### config.mk
export PLATFORM = sky130hd
export DESIGN_NAME = mmx_exec
export DESIGN_NICKNAME = d
export VERILOG_FILES = /design/src/hw/mmx_pkg.sv /design/src/hw/mmx_exec.sv
export SDC_FILE = /design/constraint.sdc
export NUM_CORES = 1
export LEC_CHECK = 0
export ABC_AREA = 1
export BUFFER_PORTS_ARGS = -buffer_cell sky130_fd_sc_hd__buf_2
export CORE_ASPECT_RATIO = 0.7
export CORE_MARGIN = 1
export CORE_UTILIZATION = 45
export DETAILED_ROUTE_END_ITERATION = 10
export PLACE_DENSITY = 0.73
export SLEW_MARGIN = 20
export SYNTH_ARGS = -nofsm -noshare
export SYNTH_HDL_FRONTEND = slang
export SYNTH_SLANG_ARGS = --single-unit
### constraint.sdc
create_clock -name i_mclk -period 4.02 [get_ports i_mclk]
set_clock_uncertainty 0.15 [all_clocks]
set_input_delay 0.402 -clock i_mclk [delete_from_list [all_inputs] [get_ports i_mclk]]
set_output_delay 0.402 -clock i_mclk [all_outputs]
set_load 0.03 [all_outputs]
### src/hw/mmx_pkg.sv
// Package for the move and multiply execute block.
// Assumes one core clock; an instruction cycle is four core clocks (four phases).
package mmx_pkg;
    // ------------------------------------------------------------------
    // Opcode fields (top bits of the 16-bit program word)
    // ------------------------------------------------------------------
    localparam logic [7:0] OP_LOAD_LIT  = 8'h0e;  // 0000 1110 kkkk kkkk
    localparam logic [7:0] OP_MUL_LIT   = 8'h0d;  // 0000 1101 kkkk kkkk
    localparam logic [6:0] OP_STORE_W   = 7'h37;  // 0110 111a ffff ffff
    localparam logic [6:0] OP_MUL_FILE  = 7'h01;  // 0000 001a ffff ffff
    // ------------------------------------------------------------------
    // Addressing constants
    // ------------------------------------------------------------------
    localparam logic [7:0] IDX_LIMIT    = 8'h5f;  // Indexed offset applies at or below
    localparam logic [7:0] ACCESS_SPLIT = 8'h60;  // Access bank low/high split
    localparam logic [3:0] ACCESS_HIGH  = 4'hf;   // Bank of upper access half
    localparam logic [3:0] ACCESS_LOW   = 4'h0;   // Bank of lower access half
    // ------------------------------------------------------------------
    // Reset values
    // ------------------------------------------------------------------
    localparam logic [7:0]  W_RST       = 8'h00;
    localparam logic [15:0] PROD_RST    = 16'h0000;
    // ------------------------------------------------------------------
    // Phase machine, one-hot
    // ------------------------------------------------------------------
    typedef enum logic [3:0] {
        PH_DECODE  = 4'b0001,
        PH_READ    = 4'b0010,
        PH_PROCESS = 4'b0100,
        PH_WRITE   = 4'b1000
    } mmx_phase_t;
    typedef enum logic [4:0] {
        OPK_NONE   = 5'b00001,
        OPK_LOADL  = 5'b00010,
        OPK_STORE  = 5'b00100,
        OPK_MULL   = 5'b01000,
        OPK_MULF   = 5'b10000
    } mmx_opk_t;
endpackage : mmx_pkg

### src/hw/mmx_exec.sv
// Execute logic for load literal, store working, and the two multiplies.
// Assumes the fetch unit holds i_instr stable for a whole instruction cycle
// and the data memory answers a read within the same phase in which the address is shown.
// Operation
// [RULE1] Opcode 0000 1110 with a literal loads the literal into W, flags untouched.
// [RULE2] Opcode 0110 111a with a file address writes W to that data byte, flags untouched.
// [RULE3] The 8-bit file address reaches any byte of the selected 256-byte bank.
// [RULE4] Access bit 0 selects the access bank; 1 takes the bank from the bank select reg.
// [RULE5] Access bit 0 with extended set on uses indexed literal offset for f <= 5Fh.
// [RULE6] Opcode 0000 1101 multiplies W by the literal, unsigned, W unchanged.
// [RULE7] Each multiply writes the 16-bit product, high byte and low byte to the pair.
// [RULE8] Opcode 0000 001a multiplies W by the file byte, unsigned, operands unchanged.
// [RULE9] Neither multiply alters any status flag.
// [RULE10] A zero product does not set the zero flag.
// [RULE11] Each instruction is one word, one cycle: decode, read, process, write.
module mmx_exec (
    input  wire logic        i_mclk,         // Core clock
    input  wire logic        i_srst,         // Sync reset, active high
    input  wire logic [15:0] i_instr,        // Program word for this cycle
    input  wire logic [3:0]  i_bank_select,  // Bank select register value
    input  wire logic        i_ext_set,      // Extended instruction set enabled
    input  wire logic [11:0] i_index_base,   // Index pointer for literal offset mode
    input  wire logic [7:0]  i_rd_data,      // Data memory read data
    output logic      [11:0] o_addr,         // Data memory address
    output logic             o_rd,           // Data memory read strobe
    output logic             o_wr,           // Data memory write strobe
    output logic      [7:0]  o_wr_data,      // Data memory write data
    output logic      [7:0]  o_working,      // Working register
    output logic      [7:0]  o_product_high_byte, // Product high byte
    output logic      [7:0]  o_product_low_byte,  // Product low byte
    output logic             o_flags_we,     // Status flag write, never set here
    output logic             o_cycle_done    // Pulse at end of instruction cycle
);
    // ------------------------------------------------------------------
    // Decode function
    // ------------------------------------------------------------------
    function automatic mmx_pkg::mmx_opk_t decode_op(input logic [15:0] w);
        mmx_pkg::mmx_opk_t k;
        k = mmx_pkg::OPK_NONE;
        if (w[15:8] == mmx_pkg::OP_LOAD_LIT)
            k = mmx_pkg::OPK_LOADL;                            // [RULE1]
        else if (w[15:8] == mmx_pkg::OP_MUL_LIT)
            k = mmx_pkg::OPK_MULL;                             // [RULE6]
        else if (w[15:9] == mmx_pkg::OP_STORE_W)
            k = mmx_pkg::OPK_STORE;                            // [RULE2]
        else if (w[15:9] == mmx_pkg::OP_MUL_FILE)
            k = mmx_pkg::OPK_MULF;                             // [RULE8]
        return k;
    endfunction : decode_op

    // File-operand opcodes share the bank, access and indexed address forming
    function automatic logic is_file_op(input logic [15:0] w);
        return (decode_op(w) == mmx_pkg::OPK_STORE) || (decode_op(w) == mmx_pkg::OPK_MULF);
    endfunction : is_file_op

    // Address forming function: bank or access or indexed
    function automatic logic [11:0] file_addr(input logic a, input logic [7:0] f,
                                               input logic [3:0] bank_select_register, input logic ext,
                                               input logic [11:0] base);
        logic [11:0] r;
        r = 12'h000;
        if (a)
            r = {bank_select_register, f};                                      // [RULE3] [RULE4]
        else if (ext && (f <= mmx_pkg::IDX_LIMIT))
            r = 12'(base + {4'h0, f});                         // [RULE5]
        else if (f < mmx_pkg::ACCESS_SPLIT)
            r = {mmx_pkg::ACCESS_LOW, f};                      // [RULE4]
        else
            r = {mmx_pkg::ACCESS_HIGH, f};
        return r;
    endfunction : file_addr

    // ------------------------------------------------------------------
    // State
    // ------------------------------------------------------------------
    // Phase and decoded kind, then the datapath and memory-side flops
    mmx_pkg::mmx_phase_t phase_reg, phase_next;
    mmx_pkg::mmx_opk_t   op_reg,    op_next;
    logic [7:0]  opnd_reg,  opnd_next;
    logic [15:0] res_reg,   res_next;
    logic [7:0]  w_reg,     w_next;
    logic [15:0] prod_reg,  prod_next;
    logic [11:0] addr_reg,  addr_next;
    logic        rd_reg,    rd_next;
    logic        wr_reg,    wr_next;
    logic [7:0]  wd_reg,    wd_next;
    logic        done_reg,  done_next;

    // ------------------------------------------------------------------
    // Next-state logic
    // ------------------------------------------------------------------
    // Next-state logic: the four phases of one instruction cycle
    always_comb
    begin
        phase_next = phase_reg;
        op_next    = op_reg;
        opnd_next  = opnd_reg;
        res_next   = res_reg;
        w_next     = w_reg;
        prod_next  = prod_reg;
        addr_next  = addr_reg;
        rd_next    = 1'b0;
        wr_next    = 1'b0;
        wd_next    = wd_reg;
        done_next  = 1'b0;
        case (phase_reg)
            mmx_pkg::PH_DECODE:
            begin
                // The address is formed for every word; only file opcodes use it
                op_next    = decode_op(i_instr);               // [RULE11]
                addr_next  = file_addr(i_instr[8], i_instr[7:0], i_bank_select,
                                       i_ext_set, i_index_base);
                rd_next    = (decode_op(i_instr) == mmx_pkg::OPK_MULF);
                phase_next = mmx_pkg::PH_READ;
            end
            mmx_pkg::PH_READ:
            begin
                // Literal comes from the word; file byte from memory
                if (op_reg == mmx_pkg::OPK_MULF)
                    opnd_next = i_rd_data;                     // [RULE8]
                else
                    opnd_next = i_instr[7:0];
                phase_next = mmx_pkg::PH_PROCESS;
            end
            mmx_pkg::PH_PROCESS:
            begin
                // Unsigned 8x8 cannot overflow 16 bits, so no carry is formed
                res_next   = {8'h00, w_reg} * {8'h00, opnd_reg}; // [RULE6] [RULE8] [RULE9]
                phase_next = mmx_pkg::PH_WRITE;
            end
            mmx_pkg::PH_WRITE:
            begin
                // Results land together at the end of the cycle, one consistent update
                case (op_reg)
                    mmx_pkg::OPK_LOADL: w_next = opnd_reg;     // [RULE1]
                    mmx_pkg::OPK_STORE:
                    begin
                        wr_next = 1'b1;                        // [RULE2]
                        wd_next = w_reg;
                    end
                    mmx_pkg::OPK_MULL,
                    mmx_pkg::OPK_MULF: prod_next = res_reg;    // [RULE7] [RULE10]
                    default: w_next = w_reg;
                endcase
                done_next  = 1'b1;
                phase_next = mmx_pkg::PH_DECODE;
            end
            default: phase_next = mmx_pkg::PH_DECODE;
        endcase
    end

    // ------------------------------------------------------------------
    // Registers
    // ------------------------------------------------------------------
    // Plain register stage; every decision lives in the block above
    always_ff @(posedge i_mclk)
    begin
        if (i_srst)
        begin
            phase_reg <= mmx_pkg::PH_DECODE;
            op_reg    <= mmx_pkg::OPK_NONE;
            opnd_reg  <= 8'h00;
            res_reg   <= mmx_pkg::PROD_RST;
            w_reg     <= mmx_pkg::W_RST;
            prod_reg  <= mmx_pkg::PROD_RST;
            addr_reg  <= 12'h000;
            rd_reg    <= 1'b0;
            wr_reg    <= 1'b0;
            wd_reg    <= 8'h00;
            done_reg  <= 1'b0;
        end
        else
        begin
            phase_reg <= phase_next;
            op_reg    <= op_next;
            opnd_reg  <= opnd_next;
            res_reg   <= res_next;
            w_reg     <= w_next;
            prod_reg  <= prod_next;
            addr_reg  <= addr_next;
            rd_reg    <= rd_next;
            wr_reg    <= wr_next;
            wd_reg    <= wd_next;
            done_reg  <= done_next;
        end
    end

    // ------------------------------------------------------------------
    // Outputs
    // ------------------------------------------------------------------
    // Outputs straight from flops; flag write is a constant-low flop
    logic flags_we_reg;
    always_ff @(posedge i_mclk)
    begin
        flags_we_reg <= 1'b0;                                  // [RULE9] [RULE10]
    end
    assign o_addr              = addr_reg;
    assign o_rd                = rd_reg;
    assign o_wr                = wr_reg;
    assign o_wr_data           = wd_reg;
    assign o_working           = w_reg;
    assign o_product_high_byte = prod_reg[15:8];
    assign o_product_low_byte  = prod_reg[7:0];
    assign o_flags_we          = flags_we_reg;
    assign o_cycle_done        = done_reg;
endmodule : mmx_exec

==> results of run 1 <==
[through the flow]
stage          setup WS, ns  cell area, µm²  setup TNS, ns  instances
2_1_floorplan      -0.00360            5990       -0.00360        817
3_3_place_gp         -0.120            6720         -0.761       1079
4_1_cts            -0.00568            7180       -0.00568       1097
3_5_place_dp         -0.131            6720         -0.768       1079
6_report             0.0366            7330              0       1098
5_1_grt              -0.139            7330         -0.771       1098
[routing by layer]
layer / global-route usage, % / vias up
met2: 34.3 / 180
li1: - / 2784
met5: 0 / -
met3: 5.52 / 12
met4: 5.83 / 0
met1: 36.8 / 2585
[where the power goes]
group,total (W),leakage (nW),switching (W),internal (W)
clock network,0.000863,0.156,0.000356,0.000507
logic,0.000415,3.36,0.000279,0.000137
registers,0.000886,0.660,0.0000409,0.000845
[Yosys cell counts, types with 2 or more instances]
cell	n	share of area (%)
a211oi_1	2	0.26
nand3b_1	2	0.26
ha_1	44	9.4
nor2_1	108	7.0
o21ai_0	57	4.9
nand3_1	33	2.8
buf_2	5	0.43
or2_0	4	0.43
clkbuf_1	24	1.5
buf_4	2	0.26
fa_1	37	13
nor4_1	2	0.21
nor3_1	8	0.69
nand4_1	4	0.43
a21oi_1	56	4.8
xor2_1	7	1.1
o21ai_1	13	1.1
nand2_1	132	8.5
xnor2_1	2	0.30
o211ai_1	15	1.9
dfxtp_1	80	27
inv_1	159	10
o21a_1	2	0.26
[what timing repair did]
| item | 4_1_cts | 5_1_grt |
|---|---|---|
| buffers inserted | 2 | 1 |
| cloned | 0 | 0 |
| gates resized for setup | 38 | 32 |
| setup endpoints to repair | 9 | 10 |
| pin swaps | 13 | 17 |
[logic make-up (layout without fill, tap and decap cells)]
kind of cell / after synthesis / after routing / share of synthesized area [%]
AND/OR/NAND/NOR: 299 / 299 / 21.4
buffers and inverters: 197 / 316 / 13.5
AO/OA/AOI/OAI: 150 / 150 / 14.1
adder cells (fa/ha/maj): 81 / 81 / 22.2
flip-flops: 80 / 80 / 27.5
XOR/XNOR: 9 / 9 / 1.35
other: 1 / 1 / 0.0643
[path summary, 6_finish.rpt]
check,startpoint,to,slack (ns),cells after the start
worst max-delay path,o_working[4]$_SDFFE_PP0P_,res_reg[15]$_SDFFE_PP0P_,0.04,16
worst min-delay path,i_instr[12],op_reg[2]$_SDFFE_PP0P_,0.20,4
worst max register to register,o_working[4]$_SDFFE_PP0P_,res_reg[15]$_SDFFE_PP0P_,0.04,16
worst min register to register,res_reg[0]$_SDFFE_PP0P_,res_reg[0]$_SDFFE_PP0P_,0.32,2
[cell usage in the layout, fill, tap and decap left out, types with 3 or more instances in the layout]
master,Yosys,final
ha_4,0,6
nand3_2,0,3
nor2_2,0,3
o21ai_2,0,5
inv_1,159,158
nand2_2,1,4
dfxtp_4,0,12
nor2_4,0,3
nor3_1,8,6
nand2_1,132,125
nand3_1,33,30
clkbuf_16,0,9
o211ai_1,15,15
buf_4,2,47
o21ai_1,13,13
dfxtp_1,80,66
a21oi_4,0,5
xor2_1,7,6
nand4_1,4,4
fa_1,37,35
buf_2,5,89
ha_1,44,38
nor2_1,108,102
a21oi_2,0,5
nand2_4,1,5
o21ai_0,57,51
or2_0,4,4
a21oi_1,56,46
[worst max-delay path, cell delays in order (launching register included)]
cell     delay, ns
dfxtp_4       0.37
nand2_1       0.06
inv_1         0.05
fa_1          0.59
fa_1          0.45
fa_1          0.50
inv_1         0.06
fa_1          0.54
inv_1         0.06
ha_4          0.31
nand2_2       0.10
o21ai_2       0.18
nand2_1       0.07
nand3_1       0.10
xor2_1        0.19
o21ai_1       0.08
inv_1         0.06
[area by class of cell]
type,instances,area share [%]
tap,162,2.77
sequential,80,22.5
multi-input combinational,540,51.0
clock buffer,10,3.26
timing repair buffer,137,11.0
clock inverter,6,1.01
inverter,163,8.44
==> results.txt, run 1 <==
Status - finished, final reports clean
M1 wire length - 7750 µm
WL final - 15,300 µm
Ys flop type - dfxtp_1
Normalized max-slew margin - 32.5%
Initial core utilization - 46.6%
Fillcell total - 1,158
Distinct cells, synth - 42
Final Wtd Congestion - 1.02
WP data arrival - 4.13 ns
CP Max Fanout - 6
Area Overhead vs Synth - 25.7%
WL met2 - 6170 µm
Diodes inserted - 0
Grt ovf - 0
Pwr/cell area - 295 nW/µm²
Final #Nets - 1,055
FF+latch area - 1650 µm²
Tightest Pin Transition - 1.01 ns
CTS tree - yes
Mapped Area - 5830 µm²
Die area - 13,400 µm²
Vias - 5,561
Max-cap violation count - 0
DR DRC count - 0
Largest net degree at the start of global routing - 38
Layout cell share with drive strength beyond 1 - 23.7%
YS warnings - 0
Worst min path class - primary input to flip-flop
Leak Pwr - 4.17 nW
Clk root buf - clkbuf_16
Clock latency on the worst-skew pair - 0.34 ns
Num ports - 91
RSZ-0062 raised after global routing - true
Critical Path End Type - flip-flop
Ys async rst share - 0%
Post-DR wirelength/cell - 14.0 µm
Row Count - 34
Crit path required time - 4.16 ns
GRT Total Usage - 24.2%
DR iter-0 viols - 378
Port Buf Inserts - 89
Antenna-violating nets left - 0
Highest routed layer - met4
Clock slew at reported path FFs - 0.06 ns
Syn Area/Cell - 7.14 µm²
Antenna violations before repair - 0
First-pass GRT wire length - 26,000 µm
VDD IR max - 0.000223 V
Drt first pass iters - 5
Final hold slack - 0.200 ns
Hold buffers post-CTS - 0
Clk sinks - 80
Utilization after layout - 58.6%
EDFF count, synth - 0
CTS H-Tree Depth - 3
Vias in the first global route - 5,327
Syn nets - 941
Setup-failing EPs final - 0
Cells after synthesis - 817
Die Y - 97.2 µm
Die width - 138 µm
Tot Pwr - 0.00216 W
Multi-input combinational cell area - 3730 µm²
Max clock buf depth - 2
Fin crit period - 3.98 ns
Met3 WL - 1310 µm
Slew Viols, Final - 0
Crit Path Category - flip-flop to flip-flop
Via density - 5.06
Final worst path period share - 99.1%
Num CTS Buffers - 9
F_max - 251 MHz
Synth Register Bits - 80
Hold Violations, Final - 0
Area of the core - 12,500 µm²
Sequential area share after synthesis - 27.5%
Critical path launch point type - flip-flop
Hpwl dp - 12,000 µm
(Power assumes the default switching activity.)
==> run 2: changes to the inputs <==
Settings changed: CORE_UTILIZATION 45 to 52, PLACE_DENSITY 0.73 to 0.82, SLEW_MARGIN 20 to 0.
==> results.txt, run 2 (synthesis results as in run 1) <==
Pwr/cell area - 293 nW/µm² (-0.96%)
Grt met1 use - 42.8% (+6.0 points)
Final #Nets - 1,059 (+0.38%)
GR peak layer - met1
Port Buf Inserts - 89 (unchanged)
Commonest non-fill, non-tap cell in the layout - inv_1
Fin crit period - 3.97 ns (-0.0160 ns)
Vias - 5,700 (+2.5%)
Slew Viols, Final - 0 (unchanged)
Critical Path End Type - flip-flop
F_max - 252 MHz (+0.40%)
Worst reg2reg path depth - 17 (+1)
Grt ovf - 0 (unchanged)
Final Wtd Congestion - 0.967 (-4.8%)
First-pass GRT wire length - 25,900 µm (-0.24%)
Crit path required time - 4.12 ns (-0.04 ns)
Num ports - 91 (unchanged)
Fillcell total - 886 (-23%)
Max-cap violation count - 0 (unchanged)
CP Cell Sequence - buf_4, nand2_2, inv_2, fa_2, fa_1, fa_1, inv_2, fa_1, inv_2, ha_4, nand2_4, o21ai_4, a21oi_2, o211ai_1, nand3_1, nand2_1, inv_1
Area Overhead vs Synth - 27.2%
Internal power - 0.00149 W (+0.23%)
Die Y - 90.6 µm (-6.8%)
Slowest stage delay, CP - 0.58 ns (about the same)
CP Max Fanout - 7 (+1)
Crit Path Category - flip-flop to flip-flop
Via density - 5.24 (+3.4%)
Met3 Usage GRT - 7.41% (+1.9 points)
Clk sinks - 80 (unchanged)
WL final - 15,900 µm (+3.8%)
Tightest Pin Transition - 0.856 ns (-0.155 ns)
Setup-failing EPs final - 0 (unchanged)
Diodes inserted - 0 (unchanged)
DR DRC count - 0 (unchanged)
Initial core utilization - 54.9% (+8.2 points)
Layout cell share with drive strength beyond 1 - 26.8% (+3.1 points)
Post-DR wirelength/cell - 14.6 µm (+4.7%)
Pre-CTS WS - -0.188 ns (-0.0570 ns)
Row Count - 31 (-8.8%)
CTS tree - yes
Sw Share - 31.2% (about the same)
Clock latency on the worst-skew pair - 0.35 ns (about the same)
Hpwl dp - 11,700 µm (-2.0%)
Reg power frac - 41.0% (about the same)
Worst Hold Path Cells - 4 (unchanged)
Drt first pass iters - 7 (+2)
CTS H-Tree Depth - 3 (unchanged)
RSZ-0062 raised after global routing - true
Leak Pwr - 4.16 nW (-0.36%)
NetSw - 0.000678 W (+0.31%)
Largest net degree at the start of global routing - 61 (+61%)
Met2 Use GR - 41.3% (+7.0 points)
Clock Power Share - 39.6% (-0.3 points)
WP data arrival - 4.07 ns (-0.06 ns)
Hold Violations, Final - 0 (unchanged)
Num CTS Buffers - 9 (unchanged)
Vias in the first global route - 5,286 (-0.77%)
Antenna violations before repair - 0 (unchanged)
Area of the core - 10,600 µm² (-15%)
Final worst path period share - 98.7% (-0.40 points)
Clk root buf - clkbuf_16
Clock slew at reported path FFs - 0.06 ns (about the same)
GRT Total Usage - 28.8% (+4.6 points)
Critical path launch point type - flip-flop
Normalized max-slew margin - 42.7% (+10 points)
DR iter-0 viols - 439 (+16%)
Worst min path class - primary input to flip-flop
VDD IR max - 0.000295 V (+32%)
Worst path slowest cell - fa_1
Status - finished, final reports clean
Die width - 129 µm (-6.9%)
Commonest non-fill, non-tap cells in the layout - inv_1 (144), nand2_1 (119), nor2_1 (101)
Tot Pwr - 0.00217 W (+0.26%)
Setup ws final - 0.0526 ns (+0.0160 ns)
Max clock buf depth - 2 (unchanged)
Combinational power share - 19.3% (about the same)
Antenna-violating nets left - 0 (unchanged)
Die area - 11,600 µm² (-13%)
==> run 2: cell count changes in the layout (fill, tap and decap cells not counted), moves of 2 or more <==
cell / change
inv_1: -14
nand2_2: +7
ha_1: -4
ha_4: +4
buf_4: +4
a21oi_2: +2
inv_2: +14
a21oi_1: -2
nand2_1: -6
==> run 2: layout make-up <==
cell class / instances / area [µm²] / area share (%)
inverters: 163 / 618 / 8.33
clock buffers: 10 / 239 / 3.22
well taps: 148 / 185 / 2.50
multi-input cells: 540 / 3810 / 51.4
clock inverters: 6 / 73.8 / 0.995
flip-flops and latches: 80 / 1650 / 22.2
repair buffers: 141 / 840 / 11.3
==> run 2: repair_timing <==
| item | in CTS | in global routing |
|---|---|---|
| pin swaps | 15 | 46 |
| gates cloned | 0 | 0 |
| endpoints found under the setup margin | 9 | 10 |
| hold endpoints to repair | 0 | 0 |
| gates resized for setup | 41 | 55 |
| buffers inserted | 5 | 4 |
| hold buffers | 0 | 0 |
==> run 2: worst max-delay path: cells and delay by family, from the launching register on <==
family,cells,cell delay [ns]
adders and majority gates,5,2.27
buffers and inverters,5,0.32
AOI/OAI and AO/OA,3,0.41
and+or+nand+nor,4,0.35
DFF,1,0.37
==> run 2: worst paths after layout <==
| path | startpoint | end | slack, ns |
|---|---|---|---|
| min reg2reg | o_wr_data[3]$_SDFFE_PP0P_ | o_wr_data[3]$_SDFFE_PP0P_ | 0.32 |
| max | opnd_reg[2]$_SDFFE_PP0N_ | res_reg[11]$_SDFFE_PP0P_ | 0.05 |
| min | i_instr[12] | op_reg[2]$_SDFFE_PP0P_ | 0.21 |
| max reg2reg | opnd_reg[2]$_SDFFE_PP0N_ | res_reg[11]$_SDFFE_PP0P_ | 0.05 |
==> run 2: routing by layer <==
layer,vias up,share of wire [%]
li1,2794,-
met1,2635,47
met2,247,43
met3,24,8.9
met4,0,1.3
met5,-,0
==> run 2: power by group through the flow <==
stage          Clock, W  Sequential, W  Combinational (W)
6_report       0.000860       0.000890           0.000420
3_3_place_gp          0       0.000902           0.000400
4_1_cts        0.000875       0.000887           0.000405
5_1_grt        0.000906       0.000896           0.000460
3_5_place_dp          0       0.000903           0.000401
2_1_floorplan         0       0.000939           0.000228
==> run 2: metrics by stage <==
step | utilization, % | TNS (ns) | area [µm²] | hold WS [ns] | std cells
floorplan | - | -0.00360 | 5990 | 0.292 | 817
global placement | 63.0 | -0.935 | 6690 | 0.304 | 1063
detailed placement | 63.0 | -1.15 | 6690 | 0.315 | 1063
CTS | 67.7 | 0 | 7190 | 0.194 | 1084
global route | 69.8 | -0.437 | 7420 | 0.218 | 1088
finish | 69.8 | 0 | 7420 | 0.205 | 1088
